--- src/rtl/spvp_regs.vh ---
// Register offsets, address map, commands and counts of the serial
// program/verify port.
// Assumes inclusion by the port module, the property module and the bench, by bare name.
`ifndef SPVP_REGS_VH
`define SPVP_REGS_VH

// ****************************************
// Core-visible register offsets
// ****************************************
`define SPVP_OFS_TBL_LOW 12'hFF6
`define SPVP_OFS_TBL_HIGH 12'hFF7
`define SPVP_OFS_TBL_UPPER 12'hFF8
`define SPVP_OFS_TBL_LATCH 12'hFF5
`define SPVP_RST_TBL_PTR 22'h000000
`define SPVP_RST_TBL_LATCH 8'h00

// ****************************************
// Table pointer field positions
// ****************************************
`define SPVP_PTR_LOW_MSB 7
`define SPVP_PTR_LOW_LSB 0
`define SPVP_PTR_HIGH_MSB 15
`define SPVP_PTR_HIGH_LSB 8
`define SPVP_PTR_UPPER_MSB 21
`define SPVP_PTR_UPPER_LSB 16

// ****************************************
// Address map
// ****************************************
`define SPVP_BOOT_END_8K 22'h0001FF
`define SPVP_CODE_END_8K 22'h001FFF
`define SPVP_BOOT_END_32K 22'h0007FF
`define SPVP_CODE_END_32K 22'h007FFF
`define SPVP_ID_FIRST 22'h200000
`define SPVP_ID_LAST 22'h200007
`define SPVP_CFG_FIRST 22'h300000
`define SPVP_CFG_LAST 22'h30000D
`define SPVP_DEVID_FIRST 22'h3FFFFE

// ****************************************
// Four-bit commands
// ****************************************
`define SPVP_CMD_CORE 4'h0
`define SPVP_CMD_SHIFT_LATCH 4'h2
`define SPVP_CMD_RD 4'h8
`define SPVP_CMD_RD_POSTINC 4'h9
`define SPVP_CMD_RD_POSTDEC 4'hA
`define SPVP_CMD_RD_PREINC 4'hB
`define SPVP_CMD_WR 4'hC
`define SPVP_CMD_WR_INC2 4'hD
`define SPVP_CMD_WR_PROG_INC2 4'hE
`define SPVP_CMD_WR_PROG 4'hF

// ****************************************
// Stream entry kinds
// ****************************************
`define SPVP_KIND_CORE 2'h0
`define SPVP_KIND_WRITE 2'h1
`define SPVP_KIND_WRITE_PROG 2'h2

// ****************************************
// Bit counts of one instruction
// ****************************************
`define SPVP_LAST_BIT 5'h13
`define SPVP_LAST_CMD_BIT 5'h03
`define SPVP_FIRST_OUT_BIT 5'h0C
`define SPVP_OUT_IDX_BIAS 3'h4

`endif

--- src/rtl/spvp_port.v ---
// Serial program/verify port: pin synchronisers, mode entry, the 20-bit
// instruction shifter, table pointer and latch, read path and a two-entry
// stream buffer toward the core and the flash controller.
// Assumes the core drives sfr_* on clk and answers rd_addr within a cycle.
`timescale 1ns/1ps
`include "spvp_regs.vh"

module spvp_port #(
   parameter BIG_PART = 0,
   // Device code value is arbitrary.
   parameter [15:0] DEVICE_CODE = 16'h0A5C
) (
   // Clock and reset
   input wire clk,
   input wire rst_b,
   // Programming pins
   input wire serial_prog_clock,
   input wire serial_prog_data_in,
   output reg serial_prog_data_out,
   output reg serial_prog_data_oe_b,
   input wire master_clear_high_voltage_pin,
   input wire master_clear_logic_high,
   input wire low_voltage_select_pin,
   // Configuration
   input wire low_voltage_mode_enable_bit,
   input wire [4:0] code_protect,
   // Mode status
   output reg prog_mode_active,
   output reg low_voltage_mode_active,
   output reg io_hold_hiz,
   output reg port_b5_select_pin_dedicated,
   // Memory read port
   output wire [21:0] rd_addr,
   input wire [7:0] rd_data,
   // Core register port
   input wire sfr_we,
   input wire [11:0] sfr_addr,
   input wire [7:0] sfr_wdata,
   output reg [7:0] sfr_rdata,
   // Instruction and write stream
   output wire cmd_valid,
   input wire cmd_ready,
   output wire [1:0] cmd_kind,
   output wire [21:0] cmd_addr,
   output wire [15:0] cmd_data,
   output wire link_stall,
   // Programming and erase timing
   output reg fourth_clock_high,
   output reg fourth_clock_rise
);

   localparam MODE_RUN = 2'h0;
   localparam MODE_HV = 2'h1;
   localparam MODE_LV = 2'h2;
   localparam ENTRY_W = 40;

   // ****************************************
   // Pin synchronisers
   // ****************************************
   // Bit order: 0 data, 1 clock, 2 select, 3 logic high, 4 high voltage.
   reg [4:0] pin_s1_q;
   reg [4:0] pin_s2_q;
   reg [4:0] pin_s3_q;
   wire [4:0] pin_raw;

   assign pin_raw = {master_clear_high_voltage_pin, master_clear_logic_high,
                     low_voltage_select_pin, serial_prog_clock,
                     serial_prog_data_in};

   always @(posedge clk or negedge rst_b) begin
      if (!rst_b) begin
         pin_s1_q <= 5'h00;
         pin_s2_q <= 5'h00;
         pin_s3_q <= 5'h00;
      end else begin
         pin_s1_q <= pin_raw;
         pin_s2_q <= pin_s1_q;
         pin_s3_q <= pin_s2_q;
      end
   end

   wire sdi = pin_s2_q[0];
   wire sck = pin_s2_q[1];
   wire sck_rise = pin_s2_q[1] & ~pin_s3_q[1];
   wire sck_fall = ~pin_s2_q[1] & pin_s3_q[1];
   wire hv_rise = pin_s2_q[4] & ~pin_s3_q[4];
   wire lh_rise = pin_s2_q[3] & ~pin_s3_q[3];

   // ****************************************
   // Mode entry and exit
   // ****************************************
   reg [1:0] mode_q;
   reg [1:0] mode_d;
   wire in_mode = (mode_q != MODE_RUN);

   always @* begin
      mode_d = mode_q;
      case (mode_q)
         MODE_RUN: begin
            if (hv_rise && !sck && !sdi) begin
               mode_d = MODE_HV;
            end else if (low_voltage_mode_enable_bit && pin_s2_q[2] && lh_rise &&
                         !sck && !sdi) begin
               mode_d = MODE_LV;
            end
         end
         MODE_HV: begin
            if (!pin_s2_q[4]) begin
               mode_d = MODE_RUN;
            end
         end
         MODE_LV: begin
            if (!pin_s2_q[3] || !pin_s2_q[2]) begin
               mode_d = MODE_RUN;
            end
         end
         default: begin
            mode_d = MODE_RUN;
         end
      endcase
   end

   always @(posedge clk or negedge rst_b) begin
      if (!rst_b) begin
         mode_q <= MODE_RUN;
         prog_mode_active <= 1'b0;
         low_voltage_mode_active <= 1'b0;
         io_hold_hiz <= 1'b0;
         port_b5_select_pin_dedicated <= 1'b0;
      end else begin
         mode_q <= mode_d;
         prog_mode_active <= (mode_d != MODE_RUN);
         low_voltage_mode_active <= (mode_d == MODE_LV);
         io_hold_hiz <= (mode_d != MODE_RUN);
         port_b5_select_pin_dedicated <= (mode_d == MODE_LV);
      end
   end

   // ****************************************
   // Instruction shifter
   // ****************************************
   reg [4:0] bit_q;
   reg [19:0] shift_q;
   reg [3:0] cmd_q;
   reg pend_q;
   reg [ENTRY_W-1:0] pend_entry_q;

   wire take_bit = in_mode & sck_fall & ~pend_q;
   wire cmd_done = take_bit & (bit_q == `SPVP_LAST_CMD_BIT);
   wire word_done = take_bit & (bit_q == `SPVP_LAST_BIT);
   wire [3:0] new_cmd = {sdi, shift_q[19:17]};
   wire [19:0] new_word = {sdi, shift_q[19:1]};
   wire [15:0] operand = new_word[19:4];
   wire cmd_is_rd = (cmd_q == `SPVP_CMD_SHIFT_LATCH) || (cmd_q[3:2] == 2'b10);

   always @(posedge clk or negedge rst_b) begin
      if (!rst_b) begin
         bit_q <= 5'h00;
         shift_q <= 20'h00000;
         cmd_q <= 4'h0;
      end else if (!in_mode) begin
         bit_q <= 5'h00;
      end else if (take_bit) begin
         shift_q <= new_word;
         if (bit_q == `SPVP_LAST_BIT) begin
            bit_q <= 5'h00;
         end else begin
            bit_q <= bit_q + 5'h01;
         end
         if (cmd_done) begin
            cmd_q <= new_cmd;
         end
      end
   end

   // ****************************************
   // Data pin driver
   // ****************************************
   // Released unless inside the output byte, so a collision with the
   // programmer lasts at most three system clocks around the turnaround.
   reg [7:0] latch_q;
   wire [2:0] out_idx = bit_q[2:0] - `SPVP_OUT_IDX_BIAS;

   always @(posedge clk or negedge rst_b) begin
      if (!rst_b) begin
         serial_prog_data_out <= 1'b0;
         serial_prog_data_oe_b <= 1'b1;
      end else if (!in_mode) begin
         serial_prog_data_oe_b <= 1'b1;
      end else if (sck_rise) begin
         if (cmd_is_rd && bit_q >= `SPVP_FIRST_OUT_BIT) begin
            serial_prog_data_out <= latch_q[out_idx];
            serial_prog_data_oe_b <= 1'b0;
         end else begin
            serial_prog_data_oe_b <= 1'b1;
         end
      end else if (sck_fall && bit_q == `SPVP_LAST_BIT) begin
         serial_prog_data_oe_b <= 1'b1;
      end
   end

   // ****************************************
   // Fourth clock timing
   // ****************************************
   always @(posedge clk or negedge rst_b) begin
      if (!rst_b) begin
         fourth_clock_high <= 1'b0;
         fourth_clock_rise <= 1'b0;
      end else begin
         fourth_clock_high <= in_mode & sck & (bit_q == `SPVP_LAST_CMD_BIT);
         fourth_clock_rise <= in_mode & sck_rise & (bit_q == `SPVP_LAST_CMD_BIT);
      end
   end

   // ****************************************
   // Read address decode
   // ****************************************
   reg [21:0] ptr_q;
   reg [21:0] ptr_d;
   reg [1:0] rd_step_q;
   reg [7:0] rd_value;
   reg [2:0] zone;
   wire [21:0] boot_end = BIG_PART ? `SPVP_BOOT_END_32K : `SPVP_BOOT_END_8K;
   wire [21:0] code_end = BIG_PART ? `SPVP_CODE_END_32K : `SPVP_CODE_END_8K;
   wire [1:0] blk = BIG_PART ? ptr_q[14:13] : {1'b0, ptr_q[12]};

   assign rd_addr = ptr_q;

   always @* begin
      zone = 3'h0;
      rd_value = 8'h00;
      if (ptr_q <= code_end) begin
         if (ptr_q > boot_end) begin
            zone = {1'b0, blk} + 3'h1;
         end
         // Each zone has its own protect bit.
         rd_value = code_protect[zone] ? 8'h00 : rd_data;
      end else if (ptr_q >= `SPVP_ID_FIRST && ptr_q <= `SPVP_ID_LAST) begin
         rd_value = rd_data;
      end else if (ptr_q >= `SPVP_CFG_FIRST && ptr_q <= `SPVP_CFG_LAST) begin
         rd_value = rd_data;
      end else if (ptr_q >= `SPVP_DEVID_FIRST) begin
         rd_value = ptr_q[0] ? DEVICE_CODE[15:8] : DEVICE_CODE[7:0];
      end
   end

   // ****************************************
   // Table pointer and latch
   // ****************************************
   always @* begin
      ptr_d = ptr_q;
      if (sfr_we && sfr_addr == `SPVP_OFS_TBL_LOW) begin
         ptr_d[`SPVP_PTR_LOW_MSB:`SPVP_PTR_LOW_LSB] = sfr_wdata;
      end
      if (sfr_we && sfr_addr == `SPVP_OFS_TBL_HIGH) begin
         ptr_d[`SPVP_PTR_HIGH_MSB:`SPVP_PTR_HIGH_LSB] = sfr_wdata;
      end
      if (sfr_we && sfr_addr == `SPVP_OFS_TBL_UPPER) begin
         ptr_d[`SPVP_PTR_UPPER_MSB:`SPVP_PTR_UPPER_LSB] = sfr_wdata[5:0];
      end
      if (cmd_done && new_cmd == `SPVP_CMD_RD_PREINC) begin
         ptr_d = ptr_q + 22'h000001;
      end
      if (rd_step_q == 2'h2 && cmd_q == `SPVP_CMD_RD_POSTINC) begin
         ptr_d = ptr_q + 22'h000001;
      end
      if (rd_step_q == 2'h2 && cmd_q == `SPVP_CMD_RD_POSTDEC) begin
         ptr_d = ptr_q - 22'h000001;
      end
      if (word_done && (cmd_q == `SPVP_CMD_WR_INC2 ||
                        cmd_q == `SPVP_CMD_WR_PROG_INC2)) begin
         ptr_d = ptr_q + 22'h000002;
      end
   end

   always @(posedge clk or negedge rst_b) begin
      if (!rst_b) begin
         ptr_q <= `SPVP_RST_TBL_PTR;
         latch_q <= `SPVP_RST_TBL_LATCH;
         rd_step_q <= 2'h0;
      end else begin
         ptr_q <= ptr_d;
         if (cmd_done && new_cmd[3:2] == 2'b10) begin
            rd_step_q <= 2'h1;
         end else if (rd_step_q == 2'h1) begin
            rd_step_q <= 2'h2;
         end else begin
            rd_step_q <= 2'h0;
         end
         if (rd_step_q == 2'h2) begin
            latch_q <= rd_value;
         end else if (sfr_we && sfr_addr == `SPVP_OFS_TBL_LATCH) begin
            latch_q <= sfr_wdata;
         end
      end
   end

   always @(posedge clk or negedge rst_b) begin
      if (!rst_b) begin
         sfr_rdata <= 8'h00;
      end else begin
         case (sfr_addr)
            `SPVP_OFS_TBL_LOW: sfr_rdata <= ptr_q[7:0];
            `SPVP_OFS_TBL_HIGH: sfr_rdata <= ptr_q[15:8];
            `SPVP_OFS_TBL_UPPER: sfr_rdata <= {2'b00, ptr_q[21:16]};
            `SPVP_OFS_TBL_LATCH: sfr_rdata <= latch_q;
            default: sfr_rdata <= 8'h00;
         endcase
      end
   end

   // ****************************************
   // Pending entry
   // ****************************************
   // A finished word waits here while the buffer is full; the shifter
   // ignores clock edges meanwhile, so the programmer must watch link_stall.
   reg [1:0] fifo_cnt_q;
   wire fifo_full = (fifo_cnt_q == 2'h2);
   wire push = pend_q & ~fifo_full;
   reg [1:0] kind_d;

   always @* begin
      case (cmd_q)
         `SPVP_CMD_WR_PROG_INC2: kind_d = `SPVP_KIND_WRITE_PROG;
         `SPVP_CMD_WR_PROG: kind_d = `SPVP_KIND_WRITE_PROG;
         `SPVP_CMD_CORE: kind_d = `SPVP_KIND_CORE;
         default: kind_d = `SPVP_KIND_WRITE;
      endcase
   end

   always @(posedge clk or negedge rst_b) begin
      if (!rst_b) begin
         pend_q <= 1'b0;
         pend_entry_q <= {ENTRY_W{1'b0}};
      end else if (word_done && (cmd_q == `SPVP_CMD_CORE || cmd_q[3:2] == 2'b11)) begin
         pend_q <= 1'b1;
         pend_entry_q <= {kind_d, ptr_q, operand};
      end else if (push) begin
         pend_q <= 1'b0;
      end
   end

   assign link_stall = pend_q;

   // ****************************************
   // Two-entry stream buffer
   // ****************************************
   reg [ENTRY_W-1:0] fifo_mem_q [0:1];
   reg fifo_wp_q;
   reg fifo_rp_q;
   wire pop = cmd_valid & cmd_ready;

   genvar gi;
   generate
      for (gi = 0; gi < 2; gi = gi + 1) begin : g_entry
         always @(posedge clk or negedge rst_b) begin
            if (!rst_b) begin
               fifo_mem_q[gi] <= {ENTRY_W{1'b0}};
            end else if (push && fifo_wp_q == gi) begin
               fifo_mem_q[gi] <= pend_entry_q;
            end
         end
      end
   endgenerate

   always @(posedge clk or negedge rst_b) begin
      if (!rst_b) begin
         fifo_wp_q <= 1'b0;
         fifo_rp_q <= 1'b0;
         fifo_cnt_q <= 2'h0;
      end else begin
         if (push) begin
            fifo_wp_q <= ~fifo_wp_q;
         end
         if (pop) begin
            fifo_rp_q <= ~fifo_rp_q;
         end
         if (push && !pop) begin
            fifo_cnt_q <= fifo_cnt_q + 2'h1;
         end else if (pop && !push) begin
            fifo_cnt_q <= fifo_cnt_q - 2'h1;
         end
      end
   end

   assign cmd_valid = (fifo_cnt_q != 2'h0);
   assign {cmd_kind, cmd_addr, cmd_data} = fifo_mem_q[fifo_rp_q];

endmodule

--- config.mk ---
export PLATFORM = sky130hd
export DESIGN_NAME = spvp_port
export DESIGN_NICKNAME = d
export VERILOG_FILES = /design/src/rtl/spvp_port.v
export VERILOG_INCLUDE_DIRS = /design/src /design/src/rtl
export SDC_FILE = /design/constraint.sdc
export NUM_CORES = 1
export LEC_CHECK = 0
export ABC_AREA = 1
export BUFFER_PORTS_ARGS = -buffer_cell sky130_fd_sc_hd__buf_2
export CORE_MARGIN = 1.5
export CORE_UTILIZATION = 64
export CTS_BUF_LIST = sky130_fd_sc_hd__clkbuf_16
export CTS_CLUSTER_SIZE = 20
export DETAILED_ROUTE_END_ITERATION = 12
export MAX_ROUTING_LAYER = met4
export PLACE_DENSITY_LB_ADDON = 0.15
export SYNTH_ARGS = -nofsm -noshare
export SYNTH_HDL_FRONTEND = slang
export SYNTH_SLANG_ARGS = --single-unit
--- constraint.sdc ---
create_clock -name clk -period 3.3 [get_ports clk]
set_input_delay 0.495 -clock clk [delete_from_list [all_inputs] [get_ports clk]]
set_output_delay 0.495 -clock clk [all_outputs]
set_load 0.005 [all_outputs]
==> impl_metrics.ini, run 1 <==
[finish]
drive_gt1_share_pct = 14.7
area_growth_syn_to_layout_pct = 13.1
design_area_sq_um = 12400
finish.cell_count_without_fillers = 1788
layout.nets = 1603
utilization_pct = 74.5

[grt]
grt_first_pass_wirelength_um = 49900
number_of_global_route_vias_before_repair = 9613
groute.usage.overall_pct = 36.5
antenna_violations_before_repair = 1
grt_max_degree = 77
grt_remaining_overflow = 0

[clocking]
max-clock-path-buffers = 3
clock_insertion_delay_worst_skew_ns = 0.51
htree_num_levels = 1
cts_tree = yes
cts.reportedPaths.clkPinSlew_ns = 0.06
ctsRootBufferMaster = clkbuf_16
cts_buffers = 22
cts_repair_resize_count = 0
clkSinkCount = 210

[synth]
synthAdderAreaFrac_pct = 1.02
synth-simple-area-share_pct = 28.0
postSynthCellCount = 1454
synth.cell_area_sq_um = 11000
register_area_share_after_synthesis_pct = 47.8
synthesis.yosys.warnings = 0
synth_seq_cells = 210
mappedNetlistNets = 1506
synth_top_family_by_area = simple AND/OR/NAND/NOR gates
syn_area_per_cell_sq_um = 7.57
yosys-mux-area-fraction_pct = 0
post_synth_xor_area_fraction_pct = 2.47
synth_compound_gate_area_share_pct = 12.5
yosys.cell_types.count = 44

[detailed_routing]
drc_errors = 0
routed_wirelength_um = 31300
num_vias = 10300
dr.pass1.iters = 6
route.detailed.wl_per_inst_um = 17.5
drt.antenna.violating_nets = 0
route.detailed.vias_per_inst = 5.77
initial_drt_markers = 775

[critical_path]
cp_cell_sequence = clkinv_1, buf_4, nand2_1, nand2_1, buf_2
cp_slowest_stage_delay_ns = 0.70
worst_setup_path_start_kind = flip-flop
worst_setup_path_end_kind = output port
worst-path-max-fanout = 28
critPathKind = flip-flop to output port
cp.buffers_inverters = 3
cp_data_required_time_ns = 2.80
worstPathArrival_ns = 2.33
cp_slowest_cell = clkinv_1
crit_path_frequent_cell = nand2_1
critPathTopFamily = buffers and inverters

[timing]
setup_viol = 0
holdWs_ns = 0.0896
timing.fmax_ghz = 0.354
tns_ns = 0
clock-skew-final_ns = 0.0172
rsz_0062_raised_after_global_routing = false
finalCriticalPeriod_ns = 2.83
worstMarginPinSlew_ns = 0.886
report.final.slew_viol_count = 0
slew_headroom_pct = 40.6
hold_violations = 0
timing.final.crit_share_pct = 85.7
fin_ws_ns = 0.472

[power_and_ir_drop]
vdd_ir_drop_max_mv = 0.551
leakagePower_nw = 6.36
power_dens_cells_nw_per_um2 = 464
post-layout-total-power_mw = 5.77

[placement]
buffer_ports.inserted = 120
detailed_place_hpwl_um = 21600
detailed_place.area_sq_um = 11700
preCtsSetupSlack_ns = 0.777
finalWeightedCongestion = 1.02
numPlacedInstances = 1746

[die]
die_width_um = 134
placementRows = 47
dieHeight_um = 134
fp.dieArea_sq_um = 18000
start_util_pct = 65.9
ioPinCount = 123
core-area_sq_um = 16700

[run_status]
run_status = complete, no violations

[worst_hold_path]
hold_path.class = primary input to flip-flop

[job]
max-cap-violations = 0
## sequential cells by signal, indices dropped and copies added (netlist names), 2 cells and up
register	flops
pin_s1_q	5
rd_addr	22
pin_s2_q	5
bit_q	5
rd_step_q	2
pend_entry_q	40
pin_s3_q	3
fifo_cnt_q	2
fifo_mem_q	80
mode_q	2
shift_q	15
latch_q	8
cmd_q	4
sfr_rdata	8
## cell usage after synthesis (all sizes together)
cell type	n	share of area [%]
nand2	479	17
dfrtp	209	48
o21ai	187	8.5
inv	153	5.2
nor2	124	5.1
nand3	78	3.6
a21oi	50	2.4
clkbuf	36	1.2
buf	31	1.7
xor2	29	2.3
nand4	22	1.4
nor3	11	0.75
ha	9	1.0
o211ai	6	0.45
o22ai	6	0.34
or2	4	0.23
a22oi	3	0.20
clkinv	3	0.10
a211oi	2	0.14
a31oi	2	0.11
nand3b	2	0.14
o221ai	2	0.16
xnor2	2	0.16
a2111oi	1	0.080
dfstp	1	0.24
nor3b	1	0.068
o2111ai	1	0.080
## metal layers
layer	global-route usage, %	routed length [um]	vias to the layer above
li1	-	-	4841
met1	49.4	13200	4894
met2	56.6	14500	497
met3	5.97	2590	77
met4	12.4	999	0
met5	-	0	-
## report_power, final
part	switching [mW]	total (mW)	internal, mW
clock network	1.01	2.39	1.38
registers	0.0910	2.75	2.66
logic	0.458	0.624	0.166
## worst register-to-register path, cell delays in order (launching register included)
cell and delay, ns:
dfrtp_1 0.50, ha_1 0.32, nand4_2 0.18, nor2_4 0.08, nand2_2 0.30, nand3_2 0.19, a21oi_2 0.49, buf_4 0.25
nor2_1 0.05, nand2_1 0.06, nand2_1 0.05
## worst paths after layout
path / startpoint / endpoint / slack, ns / cells past startpoint
setup / recovery: fifo_rp_q / cmd_addr[14] / 0.47 / 5
hold reg to reg: pin_s1_q[2] / pin_s2_q[2] / 0.36 / 0
max in group asynchronous: rst_b / rd_addr[2] / 1.97 / 3
hold / removal: low_voltage_select_pin / pin_s1_q[2] / 0.09 / 1
min in group asynchronous: rst_b / pin_s1_q[2] / 0.52 / 2
setup reg to reg: bit_q[0] / rd_addr[9] / 0.71 / 10
## logic make-up after synthesis
group | after synthesis
AND/OR/NAND/NOR | 721
AO/OA/AOI/OAI | 260
buffers and inverters | 223
flip-flops | 210
XOR/XNOR | 31
adder cells (fa/ha/maj) | 9
## layout by cell type (no fill, tap or decap), types with 3 or more instances in the layout
master	Yosys	routed
nand2_1	470	468
dfrtp_1	209	209
o21ai_0	164	164
inv_1	138	145
buf_2	18	119
nor2_1	103	103
nand3_1	76	76
a21oi_1	47	47
xor2_1	29	29
o21ai_1	23	23
clkbuf_16	0	22
nand4_1	19	19
buf_4	9	18
inv_2	15	15
nor2_2	15	15
nand2_2	7	9
ha_1	9	9
nor3_1	8	8
clkinv_1	3	7
o22ai_1	6	6
o211ai_1	5	5
nor2_4	4	4
nand4_2	3	3
or2_2	3	3
a21oi_2	3	3
a22oi_1	3	3
## final cells by class
type                            instances  area, sq um
Antenna cell                            1         2.50
Multi-Input combinational cell       1021         4840
Clock inverter                         18          151
Timing Repair Buffer                  140          774
Fill cell                            1320         4260
Sequential cell                       210         5260
Tap cell                              220          275
Inverter                              156          586
Clock buffer                           22          551
## what timing repair did
item / in CTS / in global routing
setup buffers: 0 / 0
hold endpoints to repair: 59 / 0
hold buffers: 1 / 0
setup endpoints to repair: 0 / 0
Note: power is estimated with default switching activity, not from simulation.
==> inputs of run 2 (changes only) <==
--- a/config.mk
+++ b/config.mk
@@ -8,6 +8,7 @@
 export LEC_CHECK = 0
 export ABC_AREA = 1
 export BUFFER_PORTS_ARGS = -buffer_cell sky130_fd_sc_hd__buf_2
+export CORE_ASPECT_RATIO = 2
 export CORE_MARGIN = 1.5
 export CORE_UTILIZATION = 64
 export CTS_BUF_LIST = sky130_fd_sc_hd__clkbuf_16
==> run 2 against run 1 <==
Fmax is 0.65% higher. Flip-flop and latch count stayed put. Clock skew is 0.00064 ns lower. Via count is 0.57% lower. Highest routed layer unchanged. Clock power is 12% lower. Sequential share of layout area is 0.37 points higher. Power is 4.7% lower. Utilization is 0.93 points lower. Sequential power hardly changed. Wire length is 6.0% higher. First-iteration DRC count is 26% lower.
==> impl_metrics.ini, run 2 (synthesized netlist as in run 1, its figures left out) <==
[run_status]
run_status = complete, no violations

[die]
die_width_um = 95.7
placementRows = 67
core-area_sq_um = 16800
ioPinCount = 123
fp.dieArea_sq_um = 18000
dieHeight_um = 188
start_util_pct = 65.6

[finish]
largest_register_ffs = 80
utilization_pct = 73.5
area_growth_syn_to_layout_pct = 12.1
fillerInstances = 1359
multi_input_comb_area_sq_um = 4840
layout.nets = 1605
regMostFlops = fifo_mem_q
finish.cell_count_without_fillers = 1773
layout_commonest_cell = nand2_1
diodes = 0
design_area_sq_um = 12300
seqCellArea_sq_um = 5260
mostFrequentLayoutCells = 468 x nand2_1, 209 x dfrtp_1, 164 x o21ai_0
drive_gt1_share_pct = 14.9

[detailed_routing]
route.detailed.vias_per_inst = 5.78
top_layer = met4
detailroute.wirelength.met3_um = 1700
drc_errors = 0
initial_drt_markers = 571
routed_wirelength_um = 33100
num_vias = 10300
met1_length_um = 11100
drt.antenna.violating_nets = 0
dr.pass1.iters = 5
dr_wl_met2_um = 17600
route.detailed.wl_per_inst_um = 18.7

[critical_path]
worst_setup_path_start_kind = flip-flop
cp_data_required_time_ns = 2.80
worst-path-max-fanout = 27
critPathKind = flip-flop to output port
worst_setup_path_end_kind = output port
worstPathArrival_ns = 2.32

[placement]
detailed_place_hpwl_um = 24400
buffer_ports.inserted = 120
finalWeightedCongestion = 1.09
numPlacedInstances = 1739
detailed_place.area_sq_um = 11800

[grt]
grt_first_pass_wirelength_um = 51400
number_of_global_route_vias_before_repair = 10100
grt_max_degree = 87
antenna_violations_before_repair = 0
grt_remaining_overflow = 0
groute.usage.overall_pct = 39.0

[timing]
timing.final.crit_share_pct = 85.2
timing.fmax_ghz = 0.356
setup_viol = 0
finalCriticalPeriod_ns = 2.81
report.final.slew_viol_count = 0
clock-skew-final_ns = 0.0166
worstMarginPinSlew_ns = 0.889
rsz_0062_raised_after_global_routing = false
slew_headroom_pct = 39.2
hold_violations = 0
tns_ns = 0

[power_and_ir_drop]
vdd_ir_drop_max_mv = 0.423
power_dens_cells_nw_per_um2 = 446
leakagePower_nw = 6.32

[clocking]
ctsRootBufferMaster = clkbuf_16
clock_insertion_delay_worst_skew_ns = 0.50
cts.reportedPaths.clkPinSlew_ns = 0.07
cts_buffers = 19
htree_num_levels = 1
clkSinkCount = 210
max-clock-path-buffers = 3
cts_repair_resize_count = 0
post-cts-setup-buffer-count = 0
hold_buffers = 0
cts_tree = yes

[job]
max-cap-violations = 0

[worst_hold_path]
hold_path.class = primary input to async pin
run 2: cell types whose count changed in the layout (fill, tap and decap cells not counted):
cell           delta
dlygate4sd3_1     -1
buf_4             +6
inv_1             -1
clkbuf_16         -3
clkinv_8          -1
clkinv_4          -1
clkinv_1          -2
clkinv_2          +2
bufinv_16         -1
clkinvlp_4        +1
diode_2           -1
run 2: layout make-up:
type	count	area share, %
flip-flops and latches	210	42.6
multi-input cells	1021	39.3
repair buffers	145	6.57
inverters	156	4.75
clock buffers	19	3.86
well taps	207	2.10
clock inverters	15	0.832
run 2: critical path, cell delays in order, from the launching register on:
cell      delay [ns]
dfrtp_1         0.35
clkinv_1        0.69
buf_4           0.50
nand2_1         0.08
nand2_1         0.06
buf_2           0.12
run 2: per-layer routing:
layer / global-route usage (%) / vias to the layer above
met1: 39.7 / 4818
met5: - / -
li1: - / 4830
met2: 67.7 / 451
met3: 3.63 / 151
met4: 27.4 / 0
run 2: where the power goes:
group | switching, mW | internal [mW] | leakage [nW]
combinational | 0.468 | 0.167 | 3.16
clock | 0.976 | 1.14 | 0.306
sequential | 0.0854 | 2.66 | 2.86
run 2: through the flow:
step | hold slack (ns) | worst slack, ns | power [mW]
floorplan | 0.199 | 1.39 | 3.16
global placement | 0.334 | 0.824 | 3.40
detailed placement | 0.335 | 0.806 | 3.43
CTS | 0.0737 | 0.449 | 5.50
global route | 0.0908 | 0.330 | 5.68
finish | 0.0234 | 0.490 | 5.50
run 2: path summary, 6_finish.rpt:
path	from	end	slack [ns]	cells after the start
setup / recovery	fifo_rp_q	cmd_addr[12]	0.49	5
hold / removal	rst_b	fifo_cnt_q[0]	0.02	1
setup reg to reg	rd_addr[1]	rd_addr[20]	0.74	11
hold reg to reg	pin_s1_q[2]	pin_s2_q[2]	0.35	0
max in group asynchronous	rst_b	pend_entry_q[9]	2.43	2
min in group clk	serial_prog_clock	pin_s1_q[1]	0.10	1
==> inputs of run 3 (changes only) <==
--- a/config.mk
+++ b/config.mk
@@ -10,7 +10,7 @@
 export BUFFER_PORTS_ARGS = -buffer_cell sky130_fd_sc_hd__buf_2
 export CORE_ASPECT_RATIO = 2
 export CORE_MARGIN = 1.5
-export CORE_UTILIZATION = 64
+export CORE_UTILIZATION = 35
 export CTS_BUF_LIST = sky130_fd_sc_hd__clkbuf_16
 export CTS_CLUSTER_SIZE = 20
 export DETAILED_ROUTE_END_ITERATION = 12
==> run 3 against run 2 <==
Via count is 4.7% lower. Critical path depth is 6 higher. Combinational power is 0.9% higher. Register-to-register slack worse by 0.08 ns. Largest power group unchanged. Critical endpoint is now rd_addr[14].
==> impl_metrics.ini, run 3 (synthesized netlist as in run 1, its figures left out) <==
[run_status]
run_status = complete, no violations

[timing]
setup_viol = 0
finalCriticalPeriod_ns = 2.64
report.final.slew_viol_count = 0
holdWs_ns = 0.0258
worstMarginPinSlew_ns = 0.968
hold_violations = 0
slew_headroom_pct = 33.8
fin_ws_ns = 0.662
timing.fmax_ghz = 0.379
clock-skew-final_ns = 0.0162
rsz_0062_raised_after_global_routing = false
tns_ns = 0
timing.final.crit_share_pct = 79.9

[grt]
groute.usage.overall_pct = 23.1
antenna_violations_before_repair = 0
number_of_global_route_vias_before_repair = 9897
grt_remaining_overflow = 0
grt_first_pass_wirelength_um = 55600
grt_max_degree = 95

[critical_path]
critPathKind = flip-flop to flip-flop
timing.reg2reg.setup_slack_ns = 0.66
worst_setup_path_end_kind = flip-flop
worstPathArrival_ns = 3.06
cp_cell_sequence = ha_1, nand4_2, nor2_8, nand2_4, nand2_2, nand2_2, inv_2, nand2_1, nand3_1, nand2_1, a21oi_1
cp_data_required_time_ns = 3.73
worst_setup_path_start_kind = flip-flop
reg2reg_from = bit_q[0]
cp_slowest_cell = dfrtp_1
worst-path-max-fanout = 12
cp.buffers_inverters = 1
depth_of_the_most_critical_reg_to_reg_path = 11
cp_slowest_stage_delay_ns = 0.56
setup.worst_path.start = bit_q[0]
critPathTopFamily = simple AND/OR/NAND/NOR gates
worstReg2RegEnd = rd_addr[14]
cp.depth = 11

[placement]
finalWeightedCongestion = 1.01
detailed_place_hpwl_um = 26800
preCtsSetupSlack_ns = 0.735
buffer_ports.inserted = 120

[detailed_routing]
routed_wirelength_um = 35500
num_vias = 9773
dr.pass1.iters = 6
route.detailed.vias_per_inst = 4.91
initial_drt_markers = 610
route.detailed.wl_per_inst_um = 17.9
drt.antenna.violating_nets = 0
drc_errors = 0

[die]
ioPinCount = 123
die_width_um = 128
placementRows = 91
dieHeight_um = 254
core-area_sq_um = 30900
start_util_pct = 35.7
fp.dieArea_sq_um = 32600

[power_and_ir_drop]
switching_share_pct = 28.2
combinationalPowerShare_pct = 11.5
p_int_mw = 3.99
power_dens_cells_nw_per_um2 = 439
p_clk_share_pct = 39.0
leakagePower_nw = 6.36
netSwitchingPower_mw = 1.57
seq_power_share_pct = 49.5
vdd_ir_drop_max_mv = 0.417

[finish]
largest_register_ffs = 80
diodes = 0
mostFrequentLayoutCells = 468 x nand2_1, 209 x dfrtp_1, 164 x o21ai_0
fillerInstances = 3310
layout_commonest_cell = nand2_1
area_growth_syn_to_layout_pct = 15.1
drive_gt1_share_pct = 15.1
regMostFlops = fifo_mem_q
layout.nets = 1609

[clocking]
cts_repair_resize_count = 0
cts_buffers = 21
htree_num_levels = 1
cts.reportedPaths.clkPinSlew_ns = 0.06
ctsRootBufferMaster = clkbuf_16
max-clock-path-buffers = 3
post-cts-setup-buffer-count = 0
hold_buffers = 0
clkSinkCount = 210
clock_insertion_delay_worst_skew_ns = 0.51
cts_tree = yes

[worst_hold_path]
hold_path.class = primary input to async pin

[job]
max-cap-violations = 0
-- run 3: layer usage --
layer  vias up  global-route usage (%)  wire length (um)
met4         0                    17.8              3170
met5         -                       -                 0
met3       122                    1.92              1240
met2       280                    40.2             18000
li1       4841                       -                 -
met1      4530                    23.9             13100
-- run 3: power by group through the flow --
stage               combinational (mW)  clock, mW  sequential, mW
finish                           0.641       2.17            2.75
floorplan                        0.406          0            2.76
CTS                              0.659       2.25            2.75
global placement                 0.655          0            2.80
global route                     0.721       2.35            2.76
detailed placement               0.657          0            2.80
-- run 3: cell type report --
cell class,count,area [sq um],area share (%)
Inverter,156,586,4.62
Timing Repair Buffer,147,850,6.71
Clock inverter,16,82.6,0.652
Clock buffer,21,526,4.15
Multi-Input combinational cell,1021,4840,38.2
Tap cell,418,523,4.13
Sequential cell,210,5260,41.5
-- run 3: worst register-to-register path, stage by stage (launching register included) --
cell     delay (ns)
dfrtp_1        0.56
ha_1           0.32
nand4_2        0.23
nor2_8         0.23
nand2_4        0.08
nand2_2        0.32
nand2_2        0.22
inv_2          0.24
nand2_1        0.09
nand3_1        0.07
nand2_1        0.07
a21oi_1        0.13
-- run 3: worst max path at each step --
stage / to
CTS: rd_addr[14]
detailed placement: rd_addr[14]
finish: rd_addr[14]
global route: rd_addr[14]
global placement: rd_addr[21]
floorplan: rd_addr[12]
-- run 3: stage by stage --
| step | std cells | utilization, % | area [sq um] | power [mW] |
|---|---|---|---|---|
| detailed placement | 1952 | 39.1 | 12100 | 3.45 |
| floorplan | 1454 | - | 11000 | 3.16 |
| finish | 1989 | 41.0 | 12700 | 5.56 |
| global placement | 1952 | 39.1 | 12100 | 3.45 |
| CTS | 1989 | 41.0 | 12700 | 5.66 |
| global route | 1989 | 41.0 | 12700 | 5.83 |
